### src/qec_pkg.sv
// Purpose: Shared constants and types for the quadrature encoder counter
// Assumes: 32-bit Avalon-MM slave, byte addresses, one aligned word per register
// Notes: Registers hold 16 bits in the low half; upper bits read as zero
package qec_pkg;

  // ==========================================================
  // Widths
  localparam int QEC_DATA_W = 16;
  localparam int QEC_ADDR_W = 8;
  localparam int QEC_BUS_W = 32;

  // ==========================================================
  // Register byte offsets
  localparam logic [7:0] QEC_OFS_CONTROL = 8'h00;
  localparam logic [7:0] QEC_OFS_STATUS = 8'h04;
  localparam logic [7:0] QEC_OFS_MAXIMUM = 8'h08;
  localparam logic [7:0] QEC_OFS_POSITION = 8'h0c;
  localparam logic [7:0] QEC_OFS_CLEAR = 8'h14;
  localparam logic [7:0] QEC_OFS_PRESET = 8'h18;

  // ==========================================================
  // Control field positions
  localparam int QEC_CON_ENABLE = 0;
  localparam int QEC_CON_OVER_IE = 2;
  localparam int QEC_CON_UNDER_IE = 3;
  localparam int QEC_CON_EDGE_IE = 5;
  localparam int QEC_CON_DIR_OVR = 6;
  localparam int QEC_CON_CLK_INV = 7;
  localparam int QEC_CON_DIR_INV = 8;
  localparam int QEC_CON_FILTER = 10;
  localparam logic [15:0] QEC_CON_WMASK = 16'h05ed;

  // ==========================================================
  // Status field positions
  localparam int QEC_STA_DIR = 0;
  localparam int QEC_STA_OVER = 1;
  localparam int QEC_STA_UNDER = 2;
  localparam int QEC_STA_EDGE = 4;

  // ==========================================================
  // Reset values
  localparam logic [15:0] QEC_RST_CONTROL = 16'h0000;
  localparam logic [15:0] QEC_RST_MAXIMUM = 16'hffff;
  localparam logic [15:0] QEC_RST_POSITION = 16'h0000;
  localparam logic [15:0] QEC_RST_STATUS = 16'h0000;

  // ==========================================================
  // Types
  typedef struct packed {
    logic filterEn;
    logic dirInvert;
    logic clkInvert;
    logic dirOverride;
    logic edgeIrqEn;
    logic underIrqEn;
    logic overIrqEn;
    logic enable;
  } qec_cfg_t;

  typedef struct packed {
    logic rise;
    logic step;
    logic up;
  } qec_step_t;

  typedef enum logic [0:0] {
    QEC_BUS_IDLE,
    QEC_BUS_ACK
  } qec_bus_t;

endpackage

### src/qec_top.sv
// Purpose: Quadrature encoder position counter with Avalon-MM registers
// Assumes: Encoder phases arrive asynchronously; clk_sys at 125 MHz
// Notes: Pins are synchronised, edges found on clk_sys
//
// What this block does
// - Normal mode counts on count-clock rise; up when direction high, else down.
// - Override mode takes direction from the direction-invert bit: 1 up, 0 down.
// - Control bit 7 inverts the count-clock input before any use.
// - Without override, control bit 8 inverts the direction input.
// - Filter bit 10 drops clock rises without a direction pulse since the last.
// - Bit 5 raises an interrupt on each count-clock rising edge while enable bit 0 is set.
// - Bit 3 raises an interrupt on each counter underflow.
// - Bit 2 raises an interrupt on each counter overflow.
// - Counter operates only while enable bit 0 is set.
// - Counting follows encoder edges, not the register clock's own events.
// - Up past maximum wraps to zero; down past zero loads maximum.
// - Sticky flags set on edge, underflow, overflow; cleared by status read.
// - All enabled interrupt conditions are ORed onto one request line.
// - Clear-register write zeroes counter; preset-register write loads maximum.
//
// Our own choices: register access over Avalon-MM and the placing of the registers.
`timescale 1ns/1ps
module qec_top import qec_pkg::*; (
  input wire logic clk_sys,
  input wire logic rst_b,
  input wire logic countClockInput,
  input wire logic directionInput,
  input wire logic [QEC_ADDR_W-1:0] avs_address,
  input wire logic avs_read,
  input wire logic avs_write,
  input wire logic [QEC_BUS_W-1:0] avs_writedata,
  input wire logic [3:0] avs_byteenable,
  output logic [QEC_BUS_W-1:0] avs_readdata,
  output logic avs_waitrequest,
  output logic irq
);

  // ==========================================================
  // Declarations
  logic [1:0] pinSync;
  qec_cfg_t cfg;
  qec_step_t step;

  qec_bus_t bus_reg;
  qec_bus_t bus_next;
  logic wait_reg;
  logic wait_next;
  logic [QEC_BUS_W-1:0] rdata_reg;
  logic [QEC_BUS_W-1:0] rdata_next;

  logic [QEC_DATA_W-1:0] control_reg;
  logic [QEC_DATA_W-1:0] control_next;
  logic [QEC_DATA_W-1:0] maximum_reg;
  logic [QEC_DATA_W-1:0] maximum_next;
  logic [QEC_DATA_W-1:0] position_reg;
  logic [QEC_DATA_W-1:0] position_next;
  logic [QEC_DATA_W-1:0] status_reg;
  logic [QEC_DATA_W-1:0] status_next;
  logic irq_reg;
  logic irq_next;

  logic doWrite;
  logic doRead;
  logic wrControl;
  logic wrMaximum;
  logic wrPosition;
  logic wrClear;
  logic wrPreset;
  logic rdStatus;
  logic stepValid;
  logic edgeEvent;
  logic overEvent;
  logic underEvent;
  logic [QEC_DATA_W-1:0] readMux;
  logic [QEC_DATA_W-1:0] flagMask;

  // ==========================================================
  // Byte-lane merge of a 16-bit register
  function automatic logic [QEC_DATA_W-1:0] laneMerge(
    input logic [QEC_DATA_W-1:0] oldVal,
    input logic [QEC_BUS_W-1:0] wdata,
    input logic [3:0] be
  );
    logic [QEC_DATA_W-1:0] result;
    result = oldVal;
    if (be[0]) begin
      result[7:0] = wdata[7:0];
    end
    if (be[1]) begin
      result[15:8] = wdata[15:8];
    end
    return result;
  endfunction

  // ==========================================================
  // Pin synchroniser
  qec_sync2 #(
    .WIDTH(2)
  ) u_sync (
    .clk_sys(clk_sys),
    .rst_b(rst_b),
    .pinIn({directionInput, countClockInput}),
    .pinSync(pinSync)
  );

  // ==========================================================
  // Control fields
  always_comb begin
    cfg.filterEn = control_reg[QEC_CON_FILTER];
    cfg.dirInvert = control_reg[QEC_CON_DIR_INV];
    cfg.clkInvert = control_reg[QEC_CON_CLK_INV];
    cfg.dirOverride = control_reg[QEC_CON_DIR_OVR];
    cfg.edgeIrqEn = control_reg[QEC_CON_EDGE_IE];
    cfg.underIrqEn = control_reg[QEC_CON_UNDER_IE];
    cfg.overIrqEn = control_reg[QEC_CON_OVER_IE];
    cfg.enable = control_reg[QEC_CON_ENABLE];
  end

  // ==========================================================
  // Edge detection and filter
  qec_edge_unit u_edge (
    .clk_sys(clk_sys),
    .rst_b(rst_b),
    .clkIn(pinSync[0]),
    .dirIn(pinSync[1]),
    .cfg(cfg),
    .stepOut(step)
  );

  // ==========================================================
  // Bus handshake
  always_comb begin
    bus_next = bus_reg;
    wait_next = 1'b1;
    rdata_next = rdata_reg;
    doWrite = 1'b0;
    doRead = 1'b0;
    case (bus_reg)
      QEC_BUS_IDLE: begin
        if (avs_read || avs_write) begin
          bus_next = QEC_BUS_ACK;
          wait_next = 1'b0;
          if (avs_read) begin
            rdata_next = {{(QEC_BUS_W-QEC_DATA_W){1'b0}}, readMux};
          end
        end
      end
      QEC_BUS_ACK: begin
        bus_next = QEC_BUS_IDLE;
        wait_next = 1'b1;
        doWrite = avs_write;
        doRead = avs_read;
      end
      default: begin
        bus_next = QEC_BUS_IDLE;
      end
    endcase
  end

  // ==========================================================
  // Address decode
  always_comb begin
    wrControl = doWrite && (avs_address == QEC_OFS_CONTROL);
    wrMaximum = doWrite && (avs_address == QEC_OFS_MAXIMUM);
    wrPosition = doWrite && (avs_address == QEC_OFS_POSITION);
    wrClear = doWrite && (avs_address == QEC_OFS_CLEAR);
    wrPreset = doWrite && (avs_address == QEC_OFS_PRESET);
    rdStatus = doRead && (avs_address == QEC_OFS_STATUS);
  end

  // ==========================================================
  // Read multiplexer
  always_comb begin
    case (avs_address)
      QEC_OFS_CONTROL: begin
        readMux = control_reg;
      end
      QEC_OFS_STATUS: begin
        readMux = status_reg;
      end
      QEC_OFS_MAXIMUM: begin
        readMux = maximum_reg;
      end
      QEC_OFS_POSITION: begin
        readMux = position_reg;
      end
      default: begin
        readMux = '0;
      end
    endcase
  end

  // ==========================================================
  // Control and maximum registers
  always_comb begin
    control_next = control_reg;
    maximum_next = maximum_reg;
    if (wrControl) begin
      control_next = laneMerge(control_reg, avs_writedata, avs_byteenable) & QEC_CON_WMASK;
    end
    if (wrMaximum) begin
      maximum_next = laneMerge(maximum_reg, avs_writedata, avs_byteenable);
    end
  end

  // ==========================================================
  // Position counter
  always_comb begin
    stepValid = step.step & cfg.enable;
    edgeEvent = step.rise & cfg.enable;
    overEvent = 1'b0;
    underEvent = 1'b0;
    position_next = position_reg;
    if (stepValid) begin
      if (step.up) begin
        if (position_reg >= maximum_reg) begin
          position_next = '0;
          overEvent = 1'b1;
        end else begin
          position_next = position_reg + 16'h0001;
        end
      end else begin
        if (position_reg == '0) begin
          position_next = maximum_reg;
          underEvent = 1'b1;
        end else begin
          position_next = position_reg - 16'h0001;
        end
      end
    end
    if (wrPosition) begin
      position_next = laneMerge(position_reg, avs_writedata, avs_byteenable);
    end
    if (wrClear) begin
      position_next = '0;
    end
    if (wrPreset) begin
      position_next = maximum_reg;
    end
  end

  // ==========================================================
  // Status flags
  always_comb begin
    flagMask = '0;
    flagMask[QEC_STA_EDGE] = 1'b1;
    flagMask[QEC_STA_UNDER] = 1'b1;
    flagMask[QEC_STA_OVER] = 1'b1;
    status_next = status_reg;
    if (rdStatus) begin
      status_next = status_reg & ~(rdata_reg[QEC_DATA_W-1:0] & flagMask);
    end
    if (edgeEvent) begin
      status_next[QEC_STA_EDGE] = 1'b1;
    end
    if (underEvent) begin
      status_next[QEC_STA_UNDER] = 1'b1;
    end
    if (overEvent) begin
      status_next[QEC_STA_OVER] = 1'b1;
    end
    if (stepValid) begin
      status_next[QEC_STA_DIR] = step.up;
    end
  end

  // ==========================================================
  // Interrupt request
  always_comb begin
    irq_next = (cfg.edgeIrqEn & status_next[QEC_STA_EDGE])
      | (cfg.underIrqEn & status_next[QEC_STA_UNDER])
      | (cfg.overIrqEn & status_next[QEC_STA_OVER]);
  end

  // ==========================================================
  // Registers
  always_ff @(posedge clk_sys or negedge rst_b) begin
    if (!rst_b) begin
      bus_reg <= QEC_BUS_IDLE;
      wait_reg <= 1'b1;
      rdata_reg <= '0;
      control_reg <= QEC_RST_CONTROL;
      maximum_reg <= QEC_RST_MAXIMUM;
      position_reg <= QEC_RST_POSITION;
      status_reg <= QEC_RST_STATUS;
      irq_reg <= 1'b0;
    end else begin
      bus_reg <= bus_next;
      wait_reg <= wait_next;
      rdata_reg <= rdata_next;
      control_reg <= control_next;
      maximum_reg <= maximum_next;
      position_reg <= position_next;
      status_reg <= status_next;
      irq_reg <= irq_next;
    end
  end

  // ==========================================================
  // Outputs
  assign avs_readdata = rdata_reg;
  assign avs_waitrequest = wait_reg;
  assign irq = irq_reg;

endmodule

### src/qec_sync2.sv
// Purpose: Two-flop synchroniser for encoder pins
// Assumes: Inputs asynchronous to clk_sys
// Notes: First stage feeds only the second stage
`timescale 1ns/1ps
module qec_sync2 import qec_pkg::*; #(
  parameter int WIDTH = 2
) (
  input wire logic clk_sys,
  input wire logic rst_b,
  input wire logic [WIDTH-1:0] pinIn,
  output logic [WIDTH-1:0] pinSync
);

  logic [WIDTH-1:0] meta_reg;
  logic [WIDTH-1:0] sync_reg;

  // ==========================================================
  // Register stages
  always_ff @(posedge clk_sys or negedge rst_b) begin
    if (!rst_b) begin
      meta_reg <= '0;
      sync_reg <= '0;
    end else begin
      meta_reg <= pinIn;
      sync_reg <= meta_reg;
    end
  end

  assign pinSync = sync_reg;

endmodule

### src/qec_edge_unit.sv
// Purpose: Input shaping, edge detection and filter for encoder phases
// Assumes: Inputs already synchronised to clk_sys
// Notes: One step record per accepted count-clock rising edge
`timescale 1ns/1ps
module qec_edge_unit import qec_pkg::*; (
  input wire logic clk_sys,
  input wire logic rst_b,
  input wire logic clkIn,
  input wire logic dirIn,
  input qec_cfg_t cfg,
  output qec_step_t stepOut
);

  logic clkPrev_reg;
  logic clkPrev_next;
  logic dirPrev_reg;
  logic dirPrev_next;
  logic sawRise_reg;
  logic sawRise_next;
  logic sawFall_reg;
  logic sawFall_next;
  qec_step_t step_reg;
  qec_step_t step_next;
  logic clkEff;
  logic dirEff;
  logic rise;
  logic dirUp;
  logic dirDown;

  // ==========================================================
  // Next state
  always_comb begin
    clkEff = clkIn ^ cfg.clkInvert;
    dirEff = cfg.dirOverride ? cfg.dirInvert : (dirIn ^ cfg.dirInvert);
    rise = clkEff & ~clkPrev_reg;
    dirUp = dirIn & ~dirPrev_reg;
    dirDown = ~dirIn & dirPrev_reg;
    clkPrev_next = clkEff;
    dirPrev_next = dirIn;
    sawRise_next = rise ? dirUp : (sawRise_reg | dirUp);
    sawFall_next = rise ? dirDown : (sawFall_reg | dirDown);
    step_next.rise = rise;
    step_next.step = rise & (~cfg.filterEn | (sawRise_reg & sawFall_reg));
    step_next.up = dirEff;
  end

  // ==========================================================
  // Registers
  always_ff @(posedge clk_sys or negedge rst_b) begin
    if (!rst_b) begin
      clkPrev_reg <= 1'b0;
      dirPrev_reg <= 1'b0;
      sawRise_reg <= 1'b0;
      sawFall_reg <= 1'b0;
      step_reg <= '0;
    end else begin
      clkPrev_reg <= clkPrev_next;
      dirPrev_reg <= dirPrev_next;
      sawRise_reg <= sawRise_next;
      sawFall_reg <= sawFall_next;
      step_reg <= step_next;
    end
  end

  assign stepOut = step_reg;

endmodule

### config.mk
export PLATFORM = sky130hd
export DESIGN_NAME = qec_top
export DESIGN_NICKNAME = d
export VERILOG_FILES = /design/src/qec_pkg.sv /design/src/qec_top.sv /design/src/qec_sync2.sv /design/src/qec_edge_unit.sv
export SDC_FILE = /design/constraint.sdc
export NUM_CORES = 1
export LEC_CHECK = 0
export ABC_CLOCK_PERIOD_IN_PS = 3470
export BUFFER_PORTS_ARGS = -buffer_cell sky130_fd_sc_hd__buf_2
export CORE_MARGIN = 5
export CORE_UTILIZATION = 55
export CTS_CLUSTER_DIAMETER = 150
export DETAILED_ROUTE_END_ITERATION = 8
export GPL_TIMING_DRIVEN = 0
export PLACE_DENSITY = 0.78
export SLEW_MARGIN = 20
export SYNTH_ARGS = -nofsm -noshare
export SYNTH_HDL_FRONTEND = slang
export SYNTH_SLANG_ARGS = --single-unit
### constraint.sdc
create_clock -name clk_sys -period 3.47 [get_ports clk_sys]
set_input_delay 0.694 -clock clk_sys [delete_from_list [all_inputs] [get_ports clk_sys]]
set_output_delay 0.694 -clock clk_sys [all_outputs]
set_load 0.05 [all_outputs]
== Word level (Yosys, flattened, before mapping) ==
Index checks and enable logic that the tools add are counted.

* Bits in latches: 0
* RAM bits: 0
* Input bits: 50
* Memory bits (read-only): 0
* Register bits after elaboration: 86
* Memories: 0
* Output and inout port bits: 34
* Word-level logic and storage cells: 104

* Multiplexer cells: 30
* Bitwise gates (word level): 24
* Shift operators: 0
* $lt $le $gt $ge: 1
* Add/sub/neg operators: 2
* Equal/unequal tests: 7
* Divide/modulo/power cells: 0
* $mul: 0
* Reduce and logical (&&, ||, !) cells: 18

{| class="wikitable"
|+ Operator list
! kind !! number
|-
| 2-to-1 mux 16 bit || 7
|-
| one-hot mux 16 bit (4 select lines) || 1
|-
| 2-to-1 mux 1 bit || 17
|-
| adder 16 x 1 -> 16 bit, second input constant || 1
|-
| AND 16 bit || 1
|-
| == test 8 x 4 -> 1 bit, second input constant || 2
|-
| == test 8 x 5 -> 1 bit, second input constant || 2
|-
| greater-or-equal comparator 16 bit || 1
|-
| zero test 16 bit || 1
|-
| 2-to-1 mux 8 bit || 2
|-
| NOT 5 -> 16 bit || 1
|-
| subtractor 16 x 1 -> 16 bit, second input constant || 1
|-
| AND reduction 2 bit || 6
|-
| AND 1 bit || 10
|-
| == test 8 x 3 -> 1 bit, second input constant || 1
|-
| zero test 8 bit || 1
|-
| != test 4 x 2 -> 1 bit, second input constant || 2
|-
| logical AND 1 bit || 6
|-
| 2-to-1 mux 5 bit || 1
|-
| NOT 1 bit || 5
|-
| OR 1 bit || 5
|-
| one-hot mux 1 bit (2 select lines) || 2
|-
| nonzero test 4 bit || 1
|-
| AND reduction 3 bit || 1
|-
| 3 further kinds || 4
|}

== Depth between registers and ports, before layout ==
* Depth in word-level cells: 8
* Gate-level depth with buffers: 10
* Depth with buffers taken out: 8

== Cells and area by module ==
Synthesis repeated with hierarchy kept, for this count alone.

* Cell total of the unflattened synthesis: 517
* Area total of the unflattened synthesis: 4926.0 sq um

{| class="wikitable"
|+ By module, submodules not included
! module !! sequential area each (sq um) !! cells an instance !! instances !! area an instance (sq um)
|-
| qec_top || 1597.8 || 493 || 1 || 4570.6
|-
| qec_edge_unit || 175.2 || 20 || 1 || 255.2
|-
| qec_sync2 || 100.1 || 4 || 1 || 100.1
|}

== Least setup slack after synthesis ==
No wires, ideal clock.

* Path kind: register to register
* Start: register maximum_reg[9]
* End: register position_reg[5]
* Clock period less this slack: 2.662 ns
* Setup time: 0.095 ns
* Data required time: 3.375 ns
* Path slack: 0.808 ns
* Path buffers: 0
* Arrival time: 2.567 ns
* Stages on the path, launching flop included: 9
* Cells stage by stage: dfstp_2 -> inv_1 -> ha_1 -> a21o_1 -> a221o_1 -> a2111oi_0 -> nand2_1 -> o221a_2 -> o31ai_1

* Cells in the longest elaborated chain, start to end: 7

{| class="wikitable"
|+ RTL lines
! item !! RTL line !! source
|-
| start: declaration || qec_top.sv:53 || <nowiki>logic [QEC_DATA_W-1:0] maximum_reg;</nowiki>
|-
| start signal: assignment || qec_top.sv:292 || <nowiki>maximum_reg <= maximum_next;</nowiki>
|-
| greater-or-equal comparator 16 bit || qec_top.sv:216 || <nowiki>if (position_reg >= maximum_reg) begin</nowiki>
|-
| 2-to-1 mux 16 bit || qec_top.sv:216 ||
|-
| 2-to-1 mux 16 bit || qec_top.sv:215 || <nowiki>if (step.up) begin</nowiki>
|-
| 2-to-1 mux 16 bit || qec_top.sv:214 || <nowiki>if (stepValid) begin</nowiki>
|-
| 2-to-1 mux 16 bit || qec_top.sv:231 || <nowiki>if (wrPosition) begin</nowiki>
|-
| 2-to-1 mux 16 bit || qec_top.sv:234 || <nowiki>if (wrClear) begin</nowiki>
|-
| 2-to-1 mux 16 bit || qec_top.sv:237 || <nowiki>if (wrPreset) begin</nowiki>
|-
| end signal: assignment || qec_top.sv:293 || <nowiki>position_reg <= position_next;</nowiki>
|-
| end: declaration || qec_top.sv:55 || <nowiki>logic [QEC_DATA_W-1:0] position_reg;</nowiki>
|}

Every way passes these cells. The select of a mux whose other input is x is not followed.
A chain may end at the register's enable or synchronous reset.

== Final worst setup path ==
* Start: register maximum_reg[10]
* End: register position_reg[8]

Same word-level chain as after synthesis.

==> metrics.txt <==
drt first-iter violations 400; Syn-to-layout area delta 13.6%; WL per Instance 20.0 microns; VDD IR-drop max 0.000210 V; Leakage 2.45 nW; antenna fix cells 0; Post-CTS Hold Buffers 0; clk_lat worst skew 0.36 ns; fin nets 669; post-layout util 63.7%; Worst-path clk slew 0.09 ns; CTS Buf Count 9; final clock skew 0.0145 ns; largest net degree at the start of global routing 43; fmax 314 MHz; DR DRC count 0; Setup TNS Final 0 ns; CTS tree done; Synth area leaders dfrtp_1 (29%), dfstp_2 (9.2%), ha_1 (4.9%), o21ai_0 (4.1%), nand2_1 (4.0%); CP max FO 6; core area 0.00864 sq mm; DRT Pass-1 Iters 5; RSZ-0062 raised after global routing no; Final Hold Vio Count 0; HP Class input port to asynchronous set/reset pin; Post-CTS Setup Bufs 0; Main synth FF type dfrtp_1; crit path kind flip-flop to flip-flop; Yosys Warn Count 0; Top Ports 84; Die H 104 microns; mean area per synthesized cell 9.23 sq um; Site Rows 34; EDFF count, synth 0; PortBufs 48; die area 0.0108 sq mm; Final Total Pwr 2.13 mW; Seq cells post-synth 74; final setup fails 0; worst-margin pin slew 0.807 ns; final period utilization 91.9%; gpl congestion 0.972; WP data required 3.72 ns; Power Density 386 mW/mm^2; relative slew slack 45.8%; initial antenna violation count 0; CTS max path bufs 2; share of layout cells above drive strength 1 22.8%; # Max-Cap Violations 0; CP Capture Type flip-flop; final max-slew violation count 0; status finished clean; biggest area consumer among synthesized cells dfrtp_1; CP startpoint kind flip-flop; GRT overflow 0; Die W 104 microns; GRT Overall Usage 26.6%; # clock sinks 74; ys async rst share 100%; Arr. time, crit path 3.44 ns; fillers 745; DRT Wirelength 14300 microns; vias 4424; first-pass GRT wire length 23100 microns; clock period minus worst slack 3.19 ns; initial core utilization 56.1%; placed wire-length estimate 10900 microns; Clock Tree Root clkbuf_8; synthesized area 0.00484 sq mm; Resize count post-CTS 0; Cells after Synth 525; number of global-route vias before repair 4311; vias per std cell 6.20; Synth cell types 64; H-tree Lvls 3; sequential fraction of the synthesis area 38.7%; Yosys top cell area share 29.4%; final antenna-violating net count 0
-- synth_stat cells (all sizes together) (4+ instances only) --
cell type,instances
nand4,8
o31ai,15
a22o,4
nor4,5
nand3,15
xor2,10
inv,23
ha,19
or2,5
dfrtp,57
o21ai,40
mux2,17
nand2b,6
and2,8
buf,30
clkbuf,20
o22ai,4
nor2,27
xnor2,14
a22oi,20
a21o,4
nand2,52
a21oi,17
mux2i,8
a221oi,4
a211oi,15
o221a,4
a31oi,4
dfstp,17
nor3,9
-- kinds of logic (layout without fill, tap and decap cells) --
kind of cell	Yosys count	after routing	synth area share [%]
AND/OR/NAND/NOR	155	155	16.1
AO/OA/AOI/OAI	152	152	21.7
flip-flops	74	74	38.7
buffers and inverters	73	138	7.62
multiplexers	27	27	6.54
XOR/XNOR	24	24	4.34
adder cells (fa/ha/maj)	19	19	4.91
other	1	16	0.0774
-- area by class of cell --
cell class / instances / area [sq um] / area share [%]
Inverter: 23 / 86.3 / 1.57
Timing Repair Buffer: 49 / 263 / 4.77
Clock inverter: 7 / 82.6 / 1.50
Sequential cell: 74 / 1870 / 34.0
Multi-Input combinational cell: 393 / 2660 / 48.3
Buffer: 50 / 283 / 5.14
Clock buffer: 9 / 124 / 2.25
Tap cell: 108 / 135 / 2.46
-- where the power goes --
group / switching, mW / internal [mW] / leakage (nW)
combinational: 0.278 / 0.168 / 1.45
sequential: 0.0498 / 0.906 / 0.902
clock: 0.379 / 0.345 / 0.0988
total: 0.706 / 1.42 / 2.45
-- metal layers --
metal	vias up	share of wire, %	GRT usage [%]
met3	24	9.1	7.15
met4	0	2.6	8.60
met2	213	45	39.7
met5	-	0	0
met1	2145	44	37.7
li1	2042	-	-
-- final timing paths --
| path | startpoint | to | slack, ns | cells past startpoint |
|---|---|---|---|---|
| max | maximum_reg[10] | position_reg[8] | 0.28 | 8 |
| max in group asynchronous | rst_b | avs_waitrequest | 2.56 | 2 |
| min reg2reg | u_sync.meta_reg[1] | u_sync.pinSync[1] | 0.37 | 0 |
| min | rst_b | position_reg[4] | 0.28 | 1 |
| max reg2reg | maximum_reg[10] | position_reg[8] | 0.28 | 8 |
| min in group clk_sys | u_sync.meta_reg[1] | u_sync.pinSync[1] | 0.37 | 0 |
-- metrics by stage --
stage | hold WS [ns] | area [sq um] | std cells | worst slack [ns]
3_5_place_dp | 0.348 | 5300 | 697 | 0.326
6_report | 0.279 | 5500 | 713 | 0.281
4_1_cts | 0.297 | 5500 | 713 | 0.294
5_1_grt | 0.300 | 5500 | 713 | 0.136
3_3_place_gp | 0.333 | 5280 | 696 | 0.410
2_1_floorplan | 0.331 | 4900 | 540 | 0.808
-- layout by cell type (no fill, tap or decap), types with 15 or more instances in the layout --
cell type and count:
buf_4 19, dfstp_2 17, nor2_1 27, dfrtp_1 57, a22oi_1 20, buf_2 51
ha_1 19, inv_1 23, conb_1 16, a21oi_1 17, mux2_2 17, nand3_1 15
clkbuf_1 20, o31ai_1 15, nand2_1 52, o21ai_0 40
-- critical path, cell delays in order (launching register included) --
cell and delay (ns):
dfstp_2 0.57, inv_1 0.07, ha_1 0.28, and2_1 0.20, a221o_1 0.35, a2111oi_0 0.66
nand2_1 0.34, o221a_2 0.40, o31ai_1 0.23
Power figures use the tool's default switching activity.
